`src/verilog/rctm_pkg.sv`:
```
`default_nettype none
package rctm_pkg;

   // Register byte offsets
   localparam logic [11:0] CTRL_OFS   = 12'h000;
   localparam logic [11:0] MODE_OFS   = 12'h004;
   localparam logic [11:0] IRQEN_OFS  = 12'h008;
   localparam logic [11:0] RELOAD_OFS = 12'h00C;
   localparam logic [11:0] COUNT_OFS  = 12'h010;

   // Control register fields
   localparam int CTRL_CAPTURE_SEL_BIT = 0;
   localparam int CTRL_COUNTER_SEL_BIT = 1;
   localparam int CTRL_RUN_BIT         = 2;
   localparam int CTRL_EXT_EVENT_BIT   = 3;
   localparam int CTRL_TX_BAUD_BIT     = 4;
   localparam int CTRL_RX_BAUD_BIT     = 5;
   localparam int CTRL_EDGE_FLAG_BIT   = 6;
   localparam int CTRL_OVF_FLAG_BIT    = 7;

   // Mode register fields
   localparam int MODE_DOWN_EN_BIT     = 0;
   localparam int MODE_CLK_OUT_BIT     = 1;
   localparam int MODE_FREQ_SEL_BIT    = 2;

   // Interrupt enable register fields
   localparam int IRQEN_TIMER_BIT      = 0;
   localparam int IRQEN_GLOBAL_BIT     = 1;

   // Reset values and counter limits
   localparam logic [7:0]  CTRL_RST     = 8'h00;
   localparam logic [15:0] CNT_RST      = 16'h0000;
   localparam logic [15:0] CNT_MAX      = 16'hFFFF;
   localparam logic [15:0] CNT_ONE      = 16'h0001;
   localparam logic [3:0]  PRESCALE_DIV = 4'hC;
   localparam logic [3:0]  PRESCALE_ONE = 4'h1;

   // Complete state of the timer block
   typedef struct packed {
      logic        capture_reload_sel;
      logic        counter_mode_sel;
      logic        run_bit;
      logic        ext_event_enable;
      logic        tx_baud_sel;
      logic        rx_baud_sel;
      logic        ext_edge_flag;
      logic        overflow_flag;
      logic        down_count_enable;
      logic        clock_out_enable;
      logic        input_freq_sel;
      logic        timer_irq_enable;
      logic        global_irq_enable;
      logic [15:0] reload;
      logic [15:0] count;
      logic [2:0]  evt_sync;
      logic [2:0]  clk_sync;
      logic        evt_lvl;
      logic        clk_lvl;
      logic [3:0]  prescale;
      logic        half_div;
      logic        clk_out;
      logic        irq;
      logic        tx_tick;
      logic        rx_tick;
      logic [31:0] rdata;
   } rctm_state_type;

endpackage
`default_nettype wire

```
`src/verilog/rctm_timer.sv`:
```
// Design decisions made here: the APB slave port and the address map.
`default_nettype none
module rctm_timer
(
   input  wire logic        sys_clk_i,          // System clock
   input  wire logic        rstn_i,             // Asynchronous reset, active low
   input  wire logic        psel_i,             // APB select
   input  wire logic        penable_i,          // APB access phase
   input  wire logic        pwrite_i,           // APB direction
   input  wire logic [11:0] paddr_i,            // APB byte address
   input  wire logic [31:0] pwdata_i,           // APB write data
   output logic      [31:0] prdata_o,           // APB read data
   output logic             pready_o,           // APB ready
   output logic             pslverr_o,          // APB error on unmapped address
   input  wire logic        event_pin_i,        // External event pin
   input  wire logic        clock_io_pin_i,     // Clock pin, input side
   output logic             clock_io_pin_o,     // Clock pin, output side
   output logic             clock_io_pin_oe_o,  // Clock pin drive enable
   input  wire logic        other_tx_tick_i,    // Transmit baud tick of the other timer
   input  wire logic        other_rx_tick_i,    // Receive baud tick of the other timer
   output logic             tx_baud_tick_o,     // Selected transmit baud tick
   output logic             rx_baud_tick_o,     // Selected receive baud tick
   output logic             irq_o               // Shared timer interrupt
);

   // Whole block state lives in one struct
   // Registered state and its next value
   rctm_pkg::rctm_state_type state_ff;
   rctm_pkg::rctm_state_type nxt_state;

   // Bus decode terms
   logic        setup_phase;    // First cycle of a transfer
   logic        wr_access;      // Write takes effect
   logic        addr_hit;       // Address maps to a register

   // Mode decode terms
   logic        clk_out_mode;   // Programmable clock output
   logic        baud_mode;      // Either direction uses this timer
   logic        updown_mode;    // Pin steers direction
   logic        count_up;       // Current direction
   logic        evt_fall;       // Filtered falling edge on event pin
   logic        clk_fall;       // Filtered falling edge on clock pin
   logic        evt_filt;       // Next filtered event level
   logic        clk_filt;       // Next filtered clock level
   logic        base_tick;      // Divided or undivided input clock
   logic        tick;           // Counter advance this cycle
   logic        ovf;            // Overflow event this cycle
   logic        edge_set;       // Hardware sets edge flag
   logic        ovf_set;        // Hardware sets overflow flag
   logic        prescale_wrap;  // Divide-by-twelve boundary

   // APB phase decode
   always_comb
   begin
      // Setup cycle latches read data
      setup_phase = psel_i & ~penable_i;
      // Writes land in the access cycle
      wr_access   = psel_i & penable_i & pwrite_i;
      // Only the five word offsets answer
      addr_hit    = (paddr_i == rctm_pkg::CTRL_OFS) | (paddr_i == rctm_pkg::MODE_OFS)
                  | (paddr_i == rctm_pkg::IRQEN_OFS) | (paddr_i == rctm_pkg::RELOAD_OFS)
                  | (paddr_i == rctm_pkg::COUNT_OFS);
   end

   // Pin filters: a change counts once second and third stages agree
   always_comb
   begin
      // Hold last level while stages disagree
      evt_filt = (state_ff.evt_sync[1] == state_ff.evt_sync[2]) ? state_ff.evt_sync[2] : state_ff.evt_lvl;
      // Clock pin filtered the same way
      clk_filt = (state_ff.clk_sync[1] == state_ff.clk_sync[2]) ? state_ff.clk_sync[2] : state_ff.clk_lvl;
      // Falling edges of the filtered levels
      evt_fall = state_ff.evt_lvl & ~evt_filt;
      clk_fall = state_ff.clk_lvl & ~clk_filt;
   end

   // Mode selection and counting source
   always_comb
   begin
      // Clock output needs timer use of the pin
      clk_out_mode  = ~state_ff.counter_mode_sel & state_ff.clock_out_enable;
      // Clock output outranks baud use
      baud_mode     = (state_ff.tx_baud_sel | state_ff.rx_baud_sel) & ~clk_out_mode;
      // Up/down only in plain reload use
      updown_mode   = ~baud_mode & ~clk_out_mode & ~state_ff.capture_reload_sel
                    & state_ff.down_count_enable;
      count_up      = ~updown_mode | state_ff.evt_lvl;
      // Prescaler wraps after twelve clocks
      prescale_wrap = (state_ff.prescale == rctm_pkg::PRESCALE_DIV - rctm_pkg::PRESCALE_ONE);
      base_tick     = state_ff.input_freq_sel | prescale_wrap;
      // Pick what advances the count
      if (baud_mode)
      begin
         // Baud generation counts at the system clock
         tick = state_ff.run_bit;
      end
      else if (state_ff.counter_mode_sel & ~clk_out_mode)
      begin
         // External clock pin counting
         tick = state_ff.run_bit & clk_fall;
      end
      else
      begin
         // Internal clock counting
         tick = state_ff.run_bit & base_tick;
      end
      // Up wraps at all ones, down at reload
      if (count_up)
      begin
         ovf = tick & (state_ff.count == rctm_pkg::CNT_MAX);
      end
      else
      begin
         ovf = tick & (state_ff.count == state_ff.reload);
      end
   end

   // Hardware flag set terms
   always_comb
   begin
      // Hardware only sets the flags, except the up/down toggle of the edge flag
      // Overflow flag only outside baud and clock output use
      ovf_set  = ovf & ~baud_mode & ~clk_out_mode;
      // Edge flag from event pin; in up/down use it is a result bit
      edge_set = evt_fall & state_ff.ext_event_enable & ~updown_mode;
   end

   // Next state
   always_comb
   begin
      nxt_state = state_ff;
      // Everything holds unless changed below

      // Three-stage synchronisers and filtered levels
      nxt_state.evt_sync = {state_ff.evt_sync[1:0], event_pin_i};
      nxt_state.clk_sync = {state_ff.clk_sync[1:0], clock_io_pin_i};
      // Filtered levels feed the edge detectors
      nxt_state.evt_lvl  = evt_filt;
      nxt_state.clk_lvl  = clk_filt;

      // Divide-by-twelve prescaler
      if (prescale_wrap)
      begin
         // Restart the divide
         nxt_state.prescale = 4'h0;
      end
      else
      begin
         // Step towards the wrap
         nxt_state.prescale = state_ff.prescale + rctm_pkg::PRESCALE_ONE;
      end

      // Counter advance
      if (tick)
      begin
         if (count_up)
         begin
            if (ovf)
            begin
               // Capture use has no reload
               if (state_ff.capture_reload_sel & ~baud_mode & ~clk_out_mode)
               begin
                  // Capture use wraps freely
                  nxt_state.count = rctm_pkg::CNT_RST;
               end
               else
               begin
                  // Reload, baud and clock output reload on overflow
                  nxt_state.count = state_ff.reload;
               end
            end
            else
            begin
               // Step up by one
               nxt_state.count = state_ff.count + rctm_pkg::CNT_ONE;
            end
         end
         else
         begin
            // Down count wraps at the reload match
            if (ovf)
            begin
               nxt_state.count = rctm_pkg::CNT_MAX;
            end
            else
            begin
               // Step down by one
               nxt_state.count = state_ff.count - rctm_pkg::CNT_ONE;
            end
         end
      end

      // Event edge actions
      // Edge acts in capture and plain reload only
      if (evt_fall & state_ff.ext_event_enable & ~updown_mode & ~baud_mode & ~clk_out_mode)
      begin
         // Capture copies even while stopped
         if (state_ff.capture_reload_sel)
         begin
            // Copy count into reload/capture register
            nxt_state.reload = state_ff.count;
         end
         else if (state_ff.run_bit)
         begin
            // Edge-triggered reload
            nxt_state.count = state_ff.reload;
         end
      end

      // Clock output: toggle every second overflow for a divide by four
      if (clk_out_mode & ovf)
      begin
         // Half divider picks every second wrap
         nxt_state.half_div = ~state_ff.half_div;
         if (state_ff.half_div)
         begin
            nxt_state.clk_out = ~state_ff.clk_out;
         end
      end
      if (~clk_out_mode)
      begin
         // Park divider and pin low when unused
         nxt_state.half_div = 1'b0;
         nxt_state.clk_out  = 1'b0;
      end

      // Baud ticks per direction
      // Unselected direction passes the other timer
      // Ticks leave one clock after the wrap
      nxt_state.tx_tick = state_ff.tx_baud_sel ? (baud_mode & ovf) : other_tx_tick_i;
      nxt_state.rx_tick = state_ff.rx_baud_sel ? (baud_mode & ovf) : other_rx_tick_i;

      // Register writes
      if (wr_access)
      begin
         unique case (paddr_i)
            rctm_pkg::CTRL_OFS:
            begin
               // Use and mode selection bits
               nxt_state.capture_reload_sel = pwdata_i[rctm_pkg::CTRL_CAPTURE_SEL_BIT];
               nxt_state.counter_mode_sel   = pwdata_i[rctm_pkg::CTRL_COUNTER_SEL_BIT];
               nxt_state.run_bit            = pwdata_i[rctm_pkg::CTRL_RUN_BIT];
               nxt_state.ext_event_enable   = pwdata_i[rctm_pkg::CTRL_EXT_EVENT_BIT];
               nxt_state.tx_baud_sel        = pwdata_i[rctm_pkg::CTRL_TX_BAUD_BIT];
               nxt_state.rx_baud_sel        = pwdata_i[rctm_pkg::CTRL_RX_BAUD_BIT];
               // Software may set or clear either flag
               nxt_state.ext_edge_flag      = pwdata_i[rctm_pkg::CTRL_EDGE_FLAG_BIT];
               nxt_state.overflow_flag      = pwdata_i[rctm_pkg::CTRL_OVF_FLAG_BIT];
            end
            rctm_pkg::MODE_OFS:
            begin
               // Direction, pin drive and divider
               nxt_state.down_count_enable = pwdata_i[rctm_pkg::MODE_DOWN_EN_BIT];
               nxt_state.clock_out_enable  = pwdata_i[rctm_pkg::MODE_CLK_OUT_BIT];
               nxt_state.input_freq_sel    = pwdata_i[rctm_pkg::MODE_FREQ_SEL_BIT];
            end
            rctm_pkg::IRQEN_OFS:
            begin
               // Timer and global enables
               nxt_state.timer_irq_enable  = pwdata_i[rctm_pkg::IRQEN_TIMER_BIT];
               nxt_state.global_irq_enable = pwdata_i[rctm_pkg::IRQEN_GLOBAL_BIT];
            end
            rctm_pkg::RELOAD_OFS:
            begin
               // Rewriting during baud use disturbs the rate
               nxt_state.reload = pwdata_i[15:0];
            end
            rctm_pkg::COUNT_OFS:
            begin
               nxt_state.count = pwdata_i[15:0];
            end
            default:
            begin
               // Unmapped write is dropped
               nxt_state.reload = nxt_state.reload;
            end
         endcase
      end

      // Hardware sets win over a software clear in the same cycle
      // Overflow outside baud and clock out
      if (ovf_set)
      begin
         nxt_state.overflow_flag = 1'b1;
      end
      // Event edge recorded
      if (edge_set)
      begin
         nxt_state.ext_edge_flag = 1'b1;
      end
      if (updown_mode & ovf)
      begin
         // Seventeenth result bit toggles on each wrap
         nxt_state.ext_edge_flag = ~state_ff.ext_edge_flag;
      end

      // Shared interrupt request
      // Level follows the flags a clock late
      nxt_state.irq = state_ff.global_irq_enable & state_ff.timer_irq_enable
                    & (state_ff.overflow_flag | (state_ff.ext_edge_flag & ~updown_mode));

      // Read data captured in the setup cycle
      if (setup_phase)
      begin
         unique case (paddr_i)
            rctm_pkg::CTRL_OFS:
            begin
               // Flags sit in the top two bits
               nxt_state.rdata = {24'h000000, state_ff.overflow_flag, state_ff.ext_edge_flag,
                                  state_ff.rx_baud_sel, state_ff.tx_baud_sel, state_ff.ext_event_enable,
                                  state_ff.run_bit, state_ff.counter_mode_sel, state_ff.capture_reload_sel};
            end
            rctm_pkg::MODE_OFS:
            begin
               // Mode bits
               nxt_state.rdata = {29'h00000000, state_ff.input_freq_sel, state_ff.clock_out_enable,
                                  state_ff.down_count_enable};
            end
            rctm_pkg::IRQEN_OFS:
            begin
               // Both enable bits
               nxt_state.rdata = {30'h00000000, state_ff.global_irq_enable, state_ff.timer_irq_enable};
            end
            rctm_pkg::RELOAD_OFS:
            begin
               // Reload or captured value
               nxt_state.rdata = {16'h0000, state_ff.reload};
            end
            rctm_pkg::COUNT_OFS:
            begin
               // Count as it stood at setup
               nxt_state.rdata = {16'h0000, state_ff.count};
            end
            default:
            begin
               // Unmapped reads return zero
               nxt_state.rdata = 32'h00000000;
            end
         endcase
      end
   end

   // State register
   // Single register for the whole state
   always_ff @(posedge sys_clk_i or negedge rstn_i)
   begin
      if (!rstn_i)
      begin
         // All state clears, pins idle low
         state_ff <= '0;
      end
      else
      begin
         // Take the next state
         state_ff <= nxt_state;
      end
   end

   // Outputs
   always_comb
   begin
      // Bus answers in the access cycle
      prdata_o          = state_ff.rdata;
      pready_o          = psel_i & penable_i;                            // Zero wait states
      pslverr_o         = psel_i & penable_i & ~addr_hit;
      clock_io_pin_o    = state_ff.clk_out;
      clock_io_pin_oe_o = state_ff.clock_out_enable & ~state_ff.counter_mode_sel;
      // Ticks and interrupt from flip-flops
      tx_baud_tick_o    = state_ff.tx_tick;
      rx_baud_tick_o    = state_ff.rx_tick;
      irq_o             = state_ff.irq;
   end

endmodule
`default_nettype wire

```
`config.mk`:
```
export PLATFORM = sky130hd
export DESIGN_NAME = rctm_timer
export DESIGN_NICKNAME = d
export VERILOG_FILES = /design/src/verilog/rctm_pkg.sv /design/src/verilog/rctm_timer.sv
export SDC_FILE = /design/constraint.sdc
export NUM_CORES = 1
export LEC_CHECK = 0
export ABC_AREA = 1
export BUFFER_PORTS_ARGS = -buffer_cell sky130_fd_sc_hd__buf_4
export CORE_ASPECT_RATIO = 1.25
export CORE_MARGIN = 1.5
export CORE_UTILIZATION = 32
export CTS_BUF_LIST = sky130_fd_sc_hd__clkbuf_4
export DETAILED_ROUTE_END_ITERATION = 8
export PLACE_DENSITY = 0.61
export SYNTH_ARGS = -nofsm -noshare
export SYNTH_HDL_FRONTEND = slang
export SYNTH_SLANG_ARGS = --single-unit
```
`constraint.sdc`:
```
create_clock -name sys_clk_i -period 2.8 [get_ports sys_clk_i]
set_clock_uncertainty 0.05 [all_clocks]
set_input_delay 0.28 -clock sys_clk_i [delete_from_list [all_inputs] [get_ports sys_clk_i]]
set_output_delay 0.28 -clock sys_clk_i [all_outputs]
set_load 0.01 [all_outputs]
```
==> results.toml <==
[timing]
min_period_ns = 2.61
fin_crit_sh_pct = 93.3
worst_slew_pin_slew_ns = 1.01
tns_ns = 0
slew_violations = 0
slew_headroom_pct = 32.4
finalSetupViolCount = 0
rsz0062_at_grt = "false"
final_hold_viol_count = 0
fmax_mhz = 383
holdWs_ns = 0.0392

[detailed_routing]
vias = 6065
drcViolationCount = 0
drtPass1Iterations = 5
viasPerCell = 5.11
drt_iter0_markers = 500
avgRoutedWirePerCell_um = 16.2
drt.antenna.violating_nets = 0
finalWirelength_um = 19200

[min_path]
min_from = "pwdata_i[6]"
hp-class = "input port to flip-flop"
hold_depth = 3
hold-path-endpoint = "state_ff[55]"

[worst_setup_path]
rr_worst_depth = 15
cp_common_cell = "nand2_1"
critPathCaptureType = "flip-flop"
cp.arrival_ns = 2.98
cp_cell_sequence = "inv_1 > nand2_2 > nor2_4 > nand3_1 > nand2_1 > nand2_1 > nor3_2 > nand3_4 > nand2_2 > nor2_1 > nor2_1 > o21ai_1 > nand2_1 > nand2_1 > nand2_1"
rrSetupSlack_ns = 0.19
crit_type = "flip-flop to flip-flop"
r2r-end = "state_ff[60]"
crit_buf_inv = 1
crit_start = "state_ff[93]"
critical_path.top_delay_family = "simple AND/OR/NAND/NOR gates"
critPathLaunchType = "flip-flop"
crit_path_max_fanout = 8
cp.required_ns = 3.16
cp_slowest_cell = "dfrtp_1"
r2r-start = "state_ff[93]"
slowest_delay_ns = 0.44

[synth]
yosysSeqAreaShare_pct = 33.5
async_flop_share_pct = 100
syn_area_per_cell_um2 = 6.56
yosysTopAreaCell = "dfrtp_1"
synth_top_flop_cell = "dfrtp_1"
yosysWarnings = 0
synth_area_leaders = "dfrtp_1 33%, nand2_1 17%, o21ai_0 7.3%"
synth_top_area_share_pct = 33.5
synth-edff-count = 0
netlist_area_mm2 = 0.00583
ys_types = 41
yosys_register_bits = 78
syn_inst = 889

[clock_tree]
cts.sinks = 78
cts_root_buf = "clkbuf_4"
cts_buffer_depth = 2
cts_tree = "done"
insertion_delay_ns = 0.48
numCtsBuffers = 9
post_cts_buffers = 0
htree_levels = 3
clk_pin_slew_worst_paths_ns = 0.16

[global_routing]
gr-total-overflow = 0
grt_max_degree = 79
antenna_found_initial = 1
grt_pass1_wl_um = 29600
first_global_vias = 5816
gr-usage-all-layers_pct = 20.3

[die]
die_x_um = 124
fp.dieArea_mm2 = 0.0191
initial_utilization_pct = 32.5
dieHeight_um = 154
rows = 55
ios = 92
core_area_mm2 = 0.0180

[layout]
drive_gt1_share_pct = 13.9
layout_common_cells = "258 x nand2_1, 88 x inv_1, 85 x o21ai_0"
final_common_cell = "nand2_1"
finalInstanceArea_mm2 = 0.00684
nets = 1008
areaGrowthSynthToFinish_pct = 17.3

[power]
p_leak_nw = 3.38
vdd_drop_max_uv = 289
powerDensity_mw_per_mm2 = 317

[placed_design]
port_buffers = 59
hpwl_um = 13600
gp_congestion = 0.909
placed_cell_area_mm2 = 0.00644

[status]
outcome = "complete, no violations"

[job]
drv_cap = 0
[cell usage after synthesis (2+ instances only)]
cell	number
a21oi_1	42
a31oi_1	3
a41oi_1	4
buf_1	2
buf_2	4
buf_4	32
buf_6	4
clkbuf_1	30
clkinv_1	3
dfrtp_1	78
ha_1	3
inv_1	88
inv_2	4
mux2_2	3
nand2_1	259
nand2_2	3
nand3_1	58
nand3b_1	4
nand4_1	29
nor2_1	79
nor2_2	4
nor2_4	2
nor2_8	2
nor3_1	9
nor3_2	4
nor4_1	2
o211ai_1	3
o21ai_0	85
o21ai_1	7
o22ai_1	14
xor2_1	15
[worst min-delay path, stage by stage]
cell,delay [ns]
buf_4,0.13
nand2_1,0.06
nand2_1,0.05
[timing repair]
action	4_1_cts	5_1_grt
endpoints found under the hold margin	107	0
gates resized for setup	0	4
setup endpoints to repair	0	19
hold buffers	19	0
[how the worst max path moves through the flow]
stage	cells after the start	slack, ns	end
after floorplan	18	0.65	state_ff[60]
after global placement	17	0.13	state_ff[52]
after detailed placement	17	0.11	state_ff[55]
after CTS	17	0.06	state_ff[55]
after global routing	15	0.006	state_ff[52]
final	15	0.19	state_ff[60]
[power by group]
part | internal (mW) | total [mW] | switching [mW]
sequential | 1.14 | 1.15 | 0.0128
combinational | 0.0837 | 0.200 | 0.116
clock | 0.365 | 0.816 | 0.450
total | 1.59 | 2.17 | 0.579
[per-layer routing]
layer  global-route usage (%)  up-vias  routed length (um)
li1                         -     2985                   -
met4                     10.2        0                 848
met5                        0        -                   0
met1                     24.7     2828                7830
met2                     34.2      200                9340
met3                     3.49       52                1150
[sequential cells by signal, indices dropped and copies added (netlist names)]
register / flops
state_ff: 54
prdata_o: 16
irq_o: 1
tx_baud_tick_o: 1
nxt_state: 4
clock_io_pin_o: 1
rx_baud_tick_o: 1
[logic make-up (layout without fill, tap and decap cells)]
kind of cell | count (synthesis) | after routing | synth area share [%]
AOI/OAI and AO/OA | 161 | 161 | 14.7
xor gates and xnor gates | 16 | 16 | 2.40
adders and majority gates | 4 | 4 | 0.815
buffers and inverters | 167 | 217 | 13.4
DFF | 78 | 78 | 33.5
muxes | 3 | 3 | 0.579
other | 1 | 17 | 0.0643
and+or+nand+nor | 459 | 462 | 34.5
[stage by stage]
| stage | worst slack, ns | instances | utilization, % | total power [mW] |
|---|---|---|---|---|
| finish | 0.187 | 1186 | 38.1 | 2.17 |
| global route | 0.00639 | 1186 | 38.1 | 2.27 |
| CTS | 0.0609 | 1182 | 37.8 | 2.20 |
| floorplan | 0.652 | 904 | - | 1.27 |
| global placement | 0.135 | 1147 | 35.9 | 1.35 |
| detailed placement | 0.105 | 1147 | 35.9 | 1.36 |
[cell type report]
class / instances / area, um^2
fill: 1980 / 11100
multi-input combinational: 662 / 3200
sequential: 78 / 1950
timing repair buffer: 106 / 881
inverter: 95 / 357
tap: 228 / 285
clock inverter: 7 / 95.1
clock buffer: 9 / 67.6
antenna: 1 / 2.50
(Power assumes the default switching activity.)
